===== src/inc/pgc_pkg.sv =====
// Constants shared by the general purpose pin configuration block.
// Assumes a 50 MHz system clock and byte-wide register access.
package pgc_pkg;

  localparam int PGC_NPINS = 8;

  // Register offsets, one per pin, plus the edge flag register
  localparam logic [7:0] PGC_PIN_CFG_OFS [PGC_NPINS] = '{
    8'h36, 8'h37, 8'h38, 8'h39, 8'h3a, 8'h3b, 8'h3c, 8'h3d};
  localparam logic [7:0] PGC_EDGE_STAT_OFS = 8'h0b;

  // Field positions in a pin configuration byte
  localparam int PGC_DBNC_LO = 6;
  localparam int PGC_EDGE_LO = 4;
  localparam int PGC_OUT_LVL_BIT = 3;
  localparam int PGC_IN_LVL_BIT = 2;
  localparam int PGC_DIR_BIT = 1;
  localparam int PGC_DRV_BIT = 0;

  // Debounce selection codes and their times in milliseconds
  localparam logic [1:0] PGC_DBNC_NONE = 2'h0;
  localparam logic [1:0] PGC_DBNC_8 = 2'h1;
  localparam logic [1:0] PGC_DBNC_16 = 2'h2;
  localparam logic [5:0] PGC_DBNC_8_MS = 6'h08;
  localparam logic [5:0] PGC_DBNC_16_MS = 6'h10;
  localparam logic [5:0] PGC_DBNC_32_MS = 6'h20;

  // Edge interrupt selection bits: bit 0 falling, bit 1 rising
  localparam int PGC_EDGE_FALL_BIT = 0;
  localparam int PGC_EDGE_RISE_BIT = 1;

  // Shutdown reload values, normal and alternate mode
  localparam logic [7:0] PGC_RST_NORMAL [PGC_NPINS] = '{
    8'h02, 8'h02, 8'h02, 8'h02, 8'h03, 8'h02, 8'h02, 8'h02};
  localparam logic [7:0] PGC_RST_ALT [PGC_NPINS] = '{
    8'h02, 8'h00, 8'h00, 8'h00, 8'h01, 8'h02, 8'h02, 8'h00};

  // Debounce time base
  localparam int PGC_CLK_HZ = 50_000_000;
  localparam int PGC_TICK_MS = 1;
  localparam int PGC_TICK_CYC = PGC_CLK_HZ / 1000 * PGC_TICK_MS;

endpackage


===== src/design/pgc_gpio_top.sv =====
// Eight general purpose pins: configuration bytes, pad drive, debounce,
// edge flags and the shared active-low interrupt request.
// Assumes the serial host engine turns bus cycles into byte read/write strobes
// on clk_sys, and that the alternate mode enables come from logic on clk_sys.
`timescale 1ns/10ps
module pgc_gpio_top #(
  parameter int TICK_CYCLES = pgc_pkg::PGC_TICK_CYC
) (
  // Clock and reset
  input wire logic clk_sys,
  input wire logic rst,
  // Power state
  input wire logic global_shutdown,
  input wire logic [pgc_pkg::PGC_NPINS-1:0] alternate_function_on,
  // Register access from the host engine
  input wire logic [7:0] reg_addr,
  input wire logic reg_wr,
  input wire logic [7:0] reg_wdata,
  input wire logic reg_rd,
  output logic [7:0] reg_rdata_q,
  // Pins
  input wire logic [pgc_pkg::PGC_NPINS-1:0] gpio_in,
  output logic [pgc_pkg::PGC_NPINS-1:0] gpio_out_q,
  output logic [pgc_pkg::PGC_NPINS-1:0] gpio_oe_q,
  // Interrupt
  output logic interrupt_request_n_q
);
  import pgc_pkg::*;

  localparam int TW = $clog2(TICK_CYCLES + 1);
  localparam logic [TW-1:0] TICK_LAST = TW'(TICK_CYCLES - 1);
  localparam logic [7:0] IN_LVL_MASK = 8'h04;

  // Time base
  logic [TW-1:0] div_q;
  logic tick_q;

  always_ff @(posedge clk_sys) begin
    if (rst) begin
      div_q <= '0;
      tick_q <= 1'b0;
    end else begin
      tick_q <= (div_q == TICK_LAST);
      div_q <= (div_q == TICK_LAST) ? '0 : div_q + TW'(1);
    end
  end

  // Pin synchronisers
  logic [PGC_NPINS-1:0] meta_q;
  logic [PGC_NPINS-1:0] sync_q;
  logic [1:0] valid_q;

  always_ff @(posedge clk_sys) begin
    if (rst) begin
      meta_q <= '0;
      sync_q <= '0;
      valid_q <= 2'h0;
    end else begin
      meta_q <= gpio_in;
      sync_q <= meta_q;
      valid_q <= {valid_q[0], 1'b1};
    end
  end

  // Register decode
  logic stat_hit;
  logic stat_clr;
  logic reload;

  assign stat_hit = (reg_addr == PGC_EDGE_STAT_OFS);
  assign stat_clr = reg_rd && stat_hit;
  assign reload = rst || global_shutdown;

  logic [7:0] cfg_q [PGC_NPINS];
  logic [7:0] rd_term [PGC_NPINS];
  logic [PGC_NPINS-1:0] level;
  logic [PGC_NPINS-1:0] edge_hit;
  logic [PGC_NPINS-1:0] flag_q;
  logic [PGC_NPINS-1:0] flag_d;
  logic [PGC_NPINS-1:0] drv_out;
  logic [PGC_NPINS-1:0] drv_oe;

  genvar gi;
  generate
    for (gi = 0; gi < PGC_NPINS; gi++) begin : g_pin
      logic hit;
      logic is_out;
      logic is_in;
      logic rise;
      logic fall;
      logic [1:0] dbnc_sel;
      logic [1:0] edge_sel;

      assign hit = (reg_addr == PGC_PIN_CFG_OFS[gi]);
      assign is_out = !alternate_function_on[gi] && !cfg_q[gi][PGC_DIR_BIT];
      assign is_in = !alternate_function_on[gi] && cfg_q[gi][PGC_DIR_BIT];
      // Output pins run no filter timing at all
      assign dbnc_sel = is_in ? cfg_q[gi][PGC_DBNC_LO +: 2] : PGC_DBNC_NONE;
      assign edge_sel = cfg_q[gi][PGC_EDGE_LO +: 2];

      always_ff @(posedge clk_sys) begin
        if (reload) begin
          cfg_q[gi] <= alternate_function_on[gi] ? PGC_RST_ALT[gi] : PGC_RST_NORMAL[gi];
        end else if (reg_wr && hit) begin
          // Level bit is never stored; reads show the debounced pin level
          cfg_q[gi] <= reg_wdata & ~IN_LVL_MASK;
        end
      end

      pgc_pin_filt u_filt (
        .clk_sys(clk_sys),
        .rst(rst),
        .tick(tick_q),
        .start(valid_q[1]),
        .sel(dbnc_sel),
        .raw(sync_q[gi]),
        .level_q(level[gi]),
        .rise_q(rise),
        .fall_q(fall)
      );

      // Debounced edges only, and only while an input
      assign edge_hit[gi] = is_in && ((rise && edge_sel[PGC_EDGE_RISE_BIT]) ||
                                      (fall && edge_sel[PGC_EDGE_FALL_BIT]));

      // Open-drain drives low only; push-pull drives both levels
      assign drv_oe[gi] = is_out && (cfg_q[gi][PGC_DRV_BIT] || !cfg_q[gi][PGC_OUT_LVL_BIT]);
      assign drv_out[gi] = is_out && cfg_q[gi][PGC_DRV_BIT] && cfg_q[gi][PGC_OUT_LVL_BIT];

      // On outputs the level bit still shows the pad, with no promise
      assign rd_term[gi] = hit ? {cfg_q[gi][7:3], level[gi], cfg_q[gi][1:0]} : 8'h00;
    end
  endgenerate

  // Set wins over a clear-on-read in the same cycle
  assign flag_d = edge_hit | (flag_q & ~{PGC_NPINS{stat_clr}});

  logic [7:0] rd_mux;

  always_comb begin
    rd_mux = stat_hit ? flag_q : 8'h00;
    for (int i = 0; i < PGC_NPINS; i++) begin
      rd_mux = rd_mux | rd_term[i];
    end
  end

  always_ff @(posedge clk_sys) begin
    if (rst) begin
      flag_q <= '0;
      interrupt_request_n_q <= 1'b1;
      reg_rdata_q <= 8'h00;
      gpio_out_q <= '0;
      gpio_oe_q <= '0;
    end else begin
      flag_q <= flag_d;
      interrupt_request_n_q <= ~(|flag_d);
      if (reg_rd) begin
        reg_rdata_q <= rd_mux;
      end
      gpio_out_q <= drv_out;
      gpio_oe_q <= drv_oe;
    end
  end
endmodule // pgc_gpio_top


===== src/design/pgc_pin_filt.sv =====
// One pin's debounce filter and edge detector.
// Assumes raw is already synchronised and tick is a one-cycle 1 ms enable.
`timescale 1ns/10ps
module pgc_pin_filt (
  // Clock and reset
  input wire logic clk_sys,
  input wire logic rst,
  // Time base and selection
  input wire logic tick,
  input wire logic start,
  input wire logic [1:0] sel,
  // Sampled pin and results
  input wire logic raw,
  output logic level_q,
  output logic rise_q,
  output logic fall_q
);
  import pgc_pkg::*;

  logic [5:0] cnt_q;
  logic primed_q;
  logic [5:0] need_ms;
  logic differ;
  logic done;

  assign need_ms = (sel == PGC_DBNC_8) ? PGC_DBNC_8_MS :
                   (sel == PGC_DBNC_16) ? PGC_DBNC_16_MS : PGC_DBNC_32_MS;
  assign differ = primed_q && (raw != level_q);
  // One extra tick so the level has held for at least the full time
  assign done = (sel == PGC_DBNC_NONE) || (tick && (cnt_q == need_ms));

  always_ff @(posedge clk_sys) begin
    if (rst) begin
      level_q <= 1'b0;
      rise_q <= 1'b0;
      fall_q <= 1'b0;
      cnt_q <= 6'h00;
      primed_q <= 1'b0;
    end else begin
      rise_q <= 1'b0;
      fall_q <= 1'b0;
      if (!primed_q) begin
        // First valid sample taken silently, no false edge after reset
        if (start) begin
          level_q <= raw;
          primed_q <= 1'b1;
        end
      end else if (!differ) begin
        cnt_q <= 6'h00;
      end else if (done) begin
        level_q <= raw;
        rise_q <= raw;
        fall_q <= ~raw;
        cnt_q <= 6'h00;
      end else if (tick) begin
        cnt_q <= cnt_q + 6'h01;
      end
    end
  end
endmodule // pgc_pin_filt


===== config.mk =====
export PLATFORM = sky130hd
export DESIGN_NAME = pgc_gpio_top
export DESIGN_NICKNAME = d
export VERILOG_FILES = /design/src/inc/pgc_pkg.sv /design/src/design/pgc_gpio_top.sv /design/src/design/pgc_pin_filt.sv
export SDC_FILE = /design/constraint.sdc
export NUM_CORES = 1
export LEC_CHECK = 0
export ABC_CLOCK_PERIOD_IN_PS = 5850
export BUFFER_PORTS_ARGS = -buffer_cell sky130_fd_sc_hd__buf_2
export CAP_MARGIN = 20
export CORE_MARGIN = 2
export CORE_UTILIZATION = 50
export CTS_CLUSTER_SIZE = 12
export DETAILED_ROUTE_END_ITERATION = 10
export PLACE_DENSITY = 0.68
export SYNTH_ARGS = -nofsm -noshare
export SYNTH_HDL_FRONTEND = slang
export SYNTH_HIERARCHICAL = 1
export SYNTH_SLANG_ARGS = --single-unit

===== constraint.sdc =====
create_clock -name clk_sys -period 5.85 [get_ports clk_sys]
set_input_delay 0.585 -clock clk_sys [delete_from_list [all_inputs] [get_ports clk_sys]]
set_output_delay 0.585 -clock clk_sys [all_outputs]
set_load 0.01 [all_outputs]

==> results of run 1 <==
==> state kept, by name, summed over array words and instances, names as in the netlist <==
| signal | cells |
|---|---|
| cfg_q | 56 |
| g_pin.u_filt/cnt_q | 48 |
| div_q | 16 |
| flag_q | 8 |
| g_pin.u_filt/fall_q | 8 |
| g_pin.u_filt/level_q | 8 |
| g_pin.u_filt/primed_q | 8 |
| g_pin.u_filt/rise_q | 8 |
| gpio_oe_q | 8 |
| gpio_out_q | 8 |
| meta_q | 8 |
| reg_rdata_q | 8 |
| sync_q | 8 |
| valid_q | 2 |
| interrupt_request_n_q | 1 |
| tick_q | 1 |
==> routing by layer <==
| metal | vias to the layer above | wire length (um) | share of wire |
|---|---|---|---|
| met3 | 46 | 1490 | 0.059 |
| met2 | 237 | 11500 | 0.45 |
| met4 | 0 | 563 | 0.022 |
| met1 | 3894 | 11900 | 0.47 |
| met5 | - | 0 | 0 |
| li1 | 3909 | - | - |
==> path summary, 6_finish.rpt <==
kind	startpoint	end	slack, ns	depth (start not counted)
max	reg_addr[3]	cfg_q[1][4]	3.45	5
min	gpio_in[0]	meta_q[0]	0.28	2
max reg2reg	cfg_q[1][8]	g_pin[5].u_filt/cnt_q[4]	3.56	7
min reg2reg	meta_q[6]	sync_q[6]	0.43	1
==> power by group through the flow <==
stage	Sequential, mW	Combinational [mW]	Clock [mW]
detailed placement	1.56	0.213	0
floorplan	1.55	0.153	0
CTS	1.53	0.215	1.42
global route	1.53	0.235	1.49
finish	1.53	0.217	1.40
global placement	1.56	0.211	0
==> cells by family after synthesis <==
kind of cell / synth area share
XOR/XNOR: 0.0422
AO/OA/AOI/OAI: 0.153
buffers and inverters: 0.0450
multiplexers: 0.0239
AND/OR/NAND/NOR: 0.246
flip-flops: 0.440
adder cells (fa/ha/maj): 0.0487
==> cells in the final DEF, fill, tap and decap left out, types with 15 or more instances in the layout <==
cell,n
mux2i_1,15
and3_1,19
inv_1,59
nor4_1,15
nand3_1,30
ha_1,41
xnor2_1,22
nand2_1,45
nand4_1,23
buf_2,62
and3b_1,24
nor2_1,57
a2111oi_0,16
dfxtp_1,147
a21oi_1,21
a32oi_1,36
nor2b_1,20
nor4b_1,40
and2_1,50
clkbuf_16,25
edfxtp_1,56
o21ai_0,42
==> area by class of cell <==
| cell class | count | area (um2) |
|---|---|---|
| Clock buffer | 35 | 663 |
| Clock inverter | 9 | 71.3 |
| Fill cell | 1809 | 9180 |
| Inverter | 59 | 221 |
| Multi-Input combinational cell | 709 | 5430 |
| Sequential cell | 204 | 4650 |
| Tap cell | 275 | 344 |
| Timing Repair Buffer | 66 | 340 |
==> reports/qor.yml, run 1 <==
vdd.ir_drop.worst_mv: 0.180
ctsLongestPathBuffers: 3
ys_async_sr_fraction: 0
rsz0062_at_grt: "no"
place_inst: 1312
coreArea_mm2: 0.0209
cts_root_buf: "clkbuf_16"
skew_ns: 0.0107
vias: 8086
crit_family: "compound AO/OA/AOI/OAI gates"
p_comb_frac: 0.069
use_met3: 0.0373
status: "complete, no violations"
fin_area_mm2: 0.0117
vias_per_cell: 5.96
postLayoutCoreUtil: 0.561
p_int_mw: 2.39
die-width_um: 149
final-hold-violation-count: 0
wl_per_cell_um: 18.8
maxCapViolCount: 0
drt_iter0_drc: 625
synthTopCellsByArea: "dfxtp_1 (28%), edfxtp_1 (16%), ha_1 (4.9%)"
crit_required_ns: 5.98
grt-ovfl-total: 0
synth_warnings: 6
hpwl_mm: 17.3
worst_setup_path_end_kind: "register"
use_met2: 0.359
pin_count: 62
start_util: 0.505
dpl-instance-area_mm2: 0.0110
whs_ns: 0.279
critPathKind: "in -> reg"
seqPwrFrac: 0.486
synth_seq_cells: 204
slowest_stage: "o21ai_0"
slew_headroom: 0.267
fin_cells: 1357
crit_path_start_kind: "input pin"
antenna_found_initial: 0
ys_types: 63
finalCritPeriodShare: 0.410
htreeDepth: 1
clk_latency_ns: 0.52
clkSinkCount: 204
dr.pass1.iters: 5
clkTransAtPathRegs_ns: 0.05
routed_wl_mm: 25.5
synth_nets: 1090
finalMaxSlewViolations: 0
cp_data_arrival_time_ns: 2.53
grt_use_met1: 0.323
syn_area_mm2: 0.0105
timing.critical_path.buf_inv: 1
post_cts.repair.setup_buffers: 0
grt_max_degree: 73
crit_chain: "buf_2 > nand2b_1 > nor2_4 > nand2_1 > o21ai_0"
grt_pass1_wl_mm: 40.5
finalPower_mw: 3.15
postSynthAreaPerCell_um2: 10.4
synth_flop_cell: "dfxtp_1"
max_freq_ghz: 0.417
pre_cts_ws_ns: 2.98
die-area_mm2: 0.0223
leakagePower_nw: 4.15
max_slew.worst_pin.slew_ns: 1.09
portBuffers: 60
synth.most_common_cell: "dfxtp_1"
switchingPower_uw: 754
period_needed_ns: 2.40
die_h_um: 149
cts_hold_buf: 0
power_density_mw_per_mm2: 269
swShare: 0.240
route.detailed.drc: 0
synth_commonest_cells: "dfxtp_1 (148), inv_1 (59), nor2_1 (57), edfxtp_1 (56), and2_1 (50)"
seq_area_frac_synth: 0.440
area.growth.synth_to_final_pct: 11.1
setup_violations: 0
fin_nets: 1142
synth_top_area_cell: "dfxtp_1"
antenna_left: 0
grt_usage: 0.227
power_frac_clock: 0.445
synth_edf_count: 56
cts_buffers: 24
std_cell_rows: 53
cts_tree: "built"
cp_max_fo: 20
netlist_instances: 1012
cts_resized: 0
place.gp.congestion: 0.841
setup_ws_ns: 3.45
yosysTopAreaCellShare: 0.281
cp_slowest_stage_delay_ns: 0.87
worstHoldPathType: "in -> reg"
busiest_layer: "met2"
tns_ns: 0
drive_gt1_frac: 0.140
grt_pass1_vias: 7522
insertedDiodeCount: 0
(Power assumes the default switching activity.)
==> inputs of run 2 (changes only) <==
ABC_CLOCK_PERIOD_IN_PS = 2350   (was 5850)
clock period = 2.35 ns   (was 5.85 ns; I/O delays follow)
==> run 2 against run 1 <==
- clock power increased by 140%
- non-clock buffer count increased by 35
- via count increased by 0.63%
- wire length decreased by 0.35%
- cell area increased by 3.0%
- cell count increased by 2.3%
- sequential share of layout area decreased by 1.1 points
- clock-buffer cell count decreased by 2
==> reports/qor.yml, run 2 (synthesis results as in run 1) <==
dpl-instance-area_mm2: 0.0111  # +1.6%
rr_endpoint: "g_pin[2].u_filt/cnt_q[4]"
grt_usage: 0.228  # +0.000850
die_h_um: 149  # unchanged
worstHoldPathType: "in -> reg"
max_freq_ghz: 0.448
antenna_found_initial: 1  # +1
coreArea_mm2: 0.0209  # unchanged
post_cts.repair.setup_buffers: 0  # unchanged
vdd.ir_drop.worst_mv: 0.421  # +130%
pre_cts_ws_ns: 0.175  # -2.81 ns
fin_nets: 1176  # +3.0%
dr.pass1.iters: 4  # -1
grt_pass1_wl_mm: 40.4  # -0.25%
htreeDepth: 1  # unchanged
critPathKind: "in -> reg"
worst_setup_path_end_kind: "register"
place.gp.congestion: 0.861  # +2.3%
clkSinkCount: 204  # unchanged
pin_count: 62  # unchanged
setup_ws_ns: 0.116  # -3.34 ns
reg2reg_setup_slack_ns: 0.13  # -3.43 ns
hold_depth: 2  # unchanged
setup_violations: 0  # unchanged
rsz0062_at_grt: "no"
die-width_um: 149  # unchanged
layout.cells.most_common_list: "dfxtp_1 (147), buf_2 (60), inv_1 (59)"
largest_register_ffs: 56  # unchanged
maxCapViolCount: 0  # unchanged
leakagePower_nw: 4.33  # +4.3%
fin_area_mm2: 0.0121  # +3.0%
whs_ns: 0.172  # -0.107 ns
route.detailed.drc: 0  # unchanged
crit_required_ns: 2.77  # -3.21 ns
wl_per_cell_um: 18.3  # -2.6%
critPathLaunch: "alternate_function_on[2]"
routed_wl_mm: 25.4  # -0.35%
finalPower_mw: 7.81  # +150%
area.growth.synth_to_final_pct: 14.4
slew_headroom: 0.489  # +0.221
r2r_start: "cfg_q[0][15]"
cp_max_fo: 11  # -45%
reg2reg_depth: 7  # unchanged
tns_ns: 0  # unchanged
crit_chain: "dlygate4sd3_1 > buf_2 > and3b_1 > inv_1 > ha_1 > xor2_1 > a41oi_2 > nand3_2 > o31ai_1"
antenna_left: 0  # unchanged
regMostFlops: "cfg_q"
max_slew.worst_pin.slew_ns: 0.760  # -0.328 ns
clkTransAtPathRegs_ns: 0.06  # about the same
insertedDiodeCount: 0  # unchanged
final-hold-violation-count: 0  # unchanged
cts_tree: "built"
ctsLongestPathBuffers: 3  # unchanged
finalMaxSlewViolations: 0  # unchanged
drt_iter0_drc: 648  # +3.7%
crit_family: "buffers and inverters"
timing.critical_path.buf_inv: 3  # +2
finalCritPeriodShare: 0.951
whs_endpoint: "reg_rdata_q[5]"
grt_pass1_vias: 7598  # +1.0%
vias: 8137  # +0.63%
vias_per_cell: 5.86  # -1.6%
crit_path_start_kind: "input pin"
portBuffers: 60  # unchanged
final_common_cell: "dfxtp_1"
cp_data_arrival_time_ns: 2.65  # +0.12 ns
cp_slowest_stage_delay_ns: 0.54  # -0.33 ns
cts_buffers: 23  # -4.2%
status: "complete, no violations"
die-area_mm2: 0.0223  # unchanged
hpwl_mm: 17.6  # +2.0%
power_density_mw_per_mm2: 648  # +140%
largestRegisters: "cfg_q x56, g_pin.u_filt/cnt_q x48, div_q x16"
drive_gt1_frac: 0.155  # +0.0150
cts_root_buf: "clkbuf_16"
start_util: 0.505  # unchanged
worstHoldStart: "reg_rd"
grt-ovfl-total: 0  # unchanged
grt_max_degree: 65  # -11%
clk_latency_ns: 0.50  # -0.02 ns
slowest_stage: "dlygate4sd3_1"
std_cell_rows: 53  # unchanged
period_needed_ns: 2.23
skew_ns: 0.0108  # +0.000107 ns
run 2: cell count changes in the layout (fill, tap and decap cells not counted), moves of 3 or more:
cell           previous run  this run
buf_4                     4        23
a41oi_2                   8         5
clkbuf_1                 10         6
a41oi_4                   0         3
clkbuf_8                  0         4
dlygate4sd3_1             0        16
run 2: final cells by class:
class	instances	area [um2]
clock buffer	33	653
clock inverter	7	62.6
fill	1793	8830
inverter	59	221
multi-input combinational	709	5460
sequential	204	4650
tap	275	344
timing repair buffer	101	673
run 2: timing repair:
item,in CTS,in global routing
resized for setup,0,3
hold endpoints to repair,20,0
endpoints found under the setup margin,0,4
hold buffers,16,0
run 2: through the flow:
step	utilization	cells
5_1_grt	0.577	1388
2_1_floorplan	-	1012
6_report	0.577	1388
3_5_place_dp	0.534	1332
3_3_place_gp	0.534	1332
4_1_cts	0.576	1388
run 2: per-layer routing:
layer,part of all wire,vias up,GRT usage
li1,-,3984,-
met5,0,-,0
met1,0.47,3912,0.324
met4,0.018,0,0.0571
met2,0.45,211,0.360
met3,0.062,30,0.0422
run 2: worst register-to-register path, delay by kind of cell (launching register included):
kind	cells	cell delay, ns
simple gates	2	0.42
buf+inv	1	0.08
compound gates	2	0.76
flops	1	0.46
xor+xnor	1	0.16
fa+ha+maj	1	0.24
run 2: how the worst max path moves through the flow:
stage | slack [ns] | end | depth (start not counted)
5_1_grt | 0.005 | g_pin[2].u_filt/cnt_q[4] | 7
3_5_place_dp | 0.18 | g_pin[7].u_filt/cnt_q[4] | 8
2_1_floorplan | 0.14 | g_pin[0].u_filt/cnt_q[4] | 5
3_3_place_gp | 0.22 | g_pin[7].u_filt/cnt_q[4] | 8
4_1_cts | 0.14 | g_pin[7].u_filt/cnt_q[4] | 9
6_report | 0.12 | g_pin[2].u_filt/cnt_q[4] | 9
run 2: power by group:
group	internal [mW]	switching [mW]	leakage, nW
Clock	2.03	1.39	0.355
Combinational	0.221	0.371	2.18
Sequential	3.71	0.0915	1.80
Total	5.96	1.85	4.33
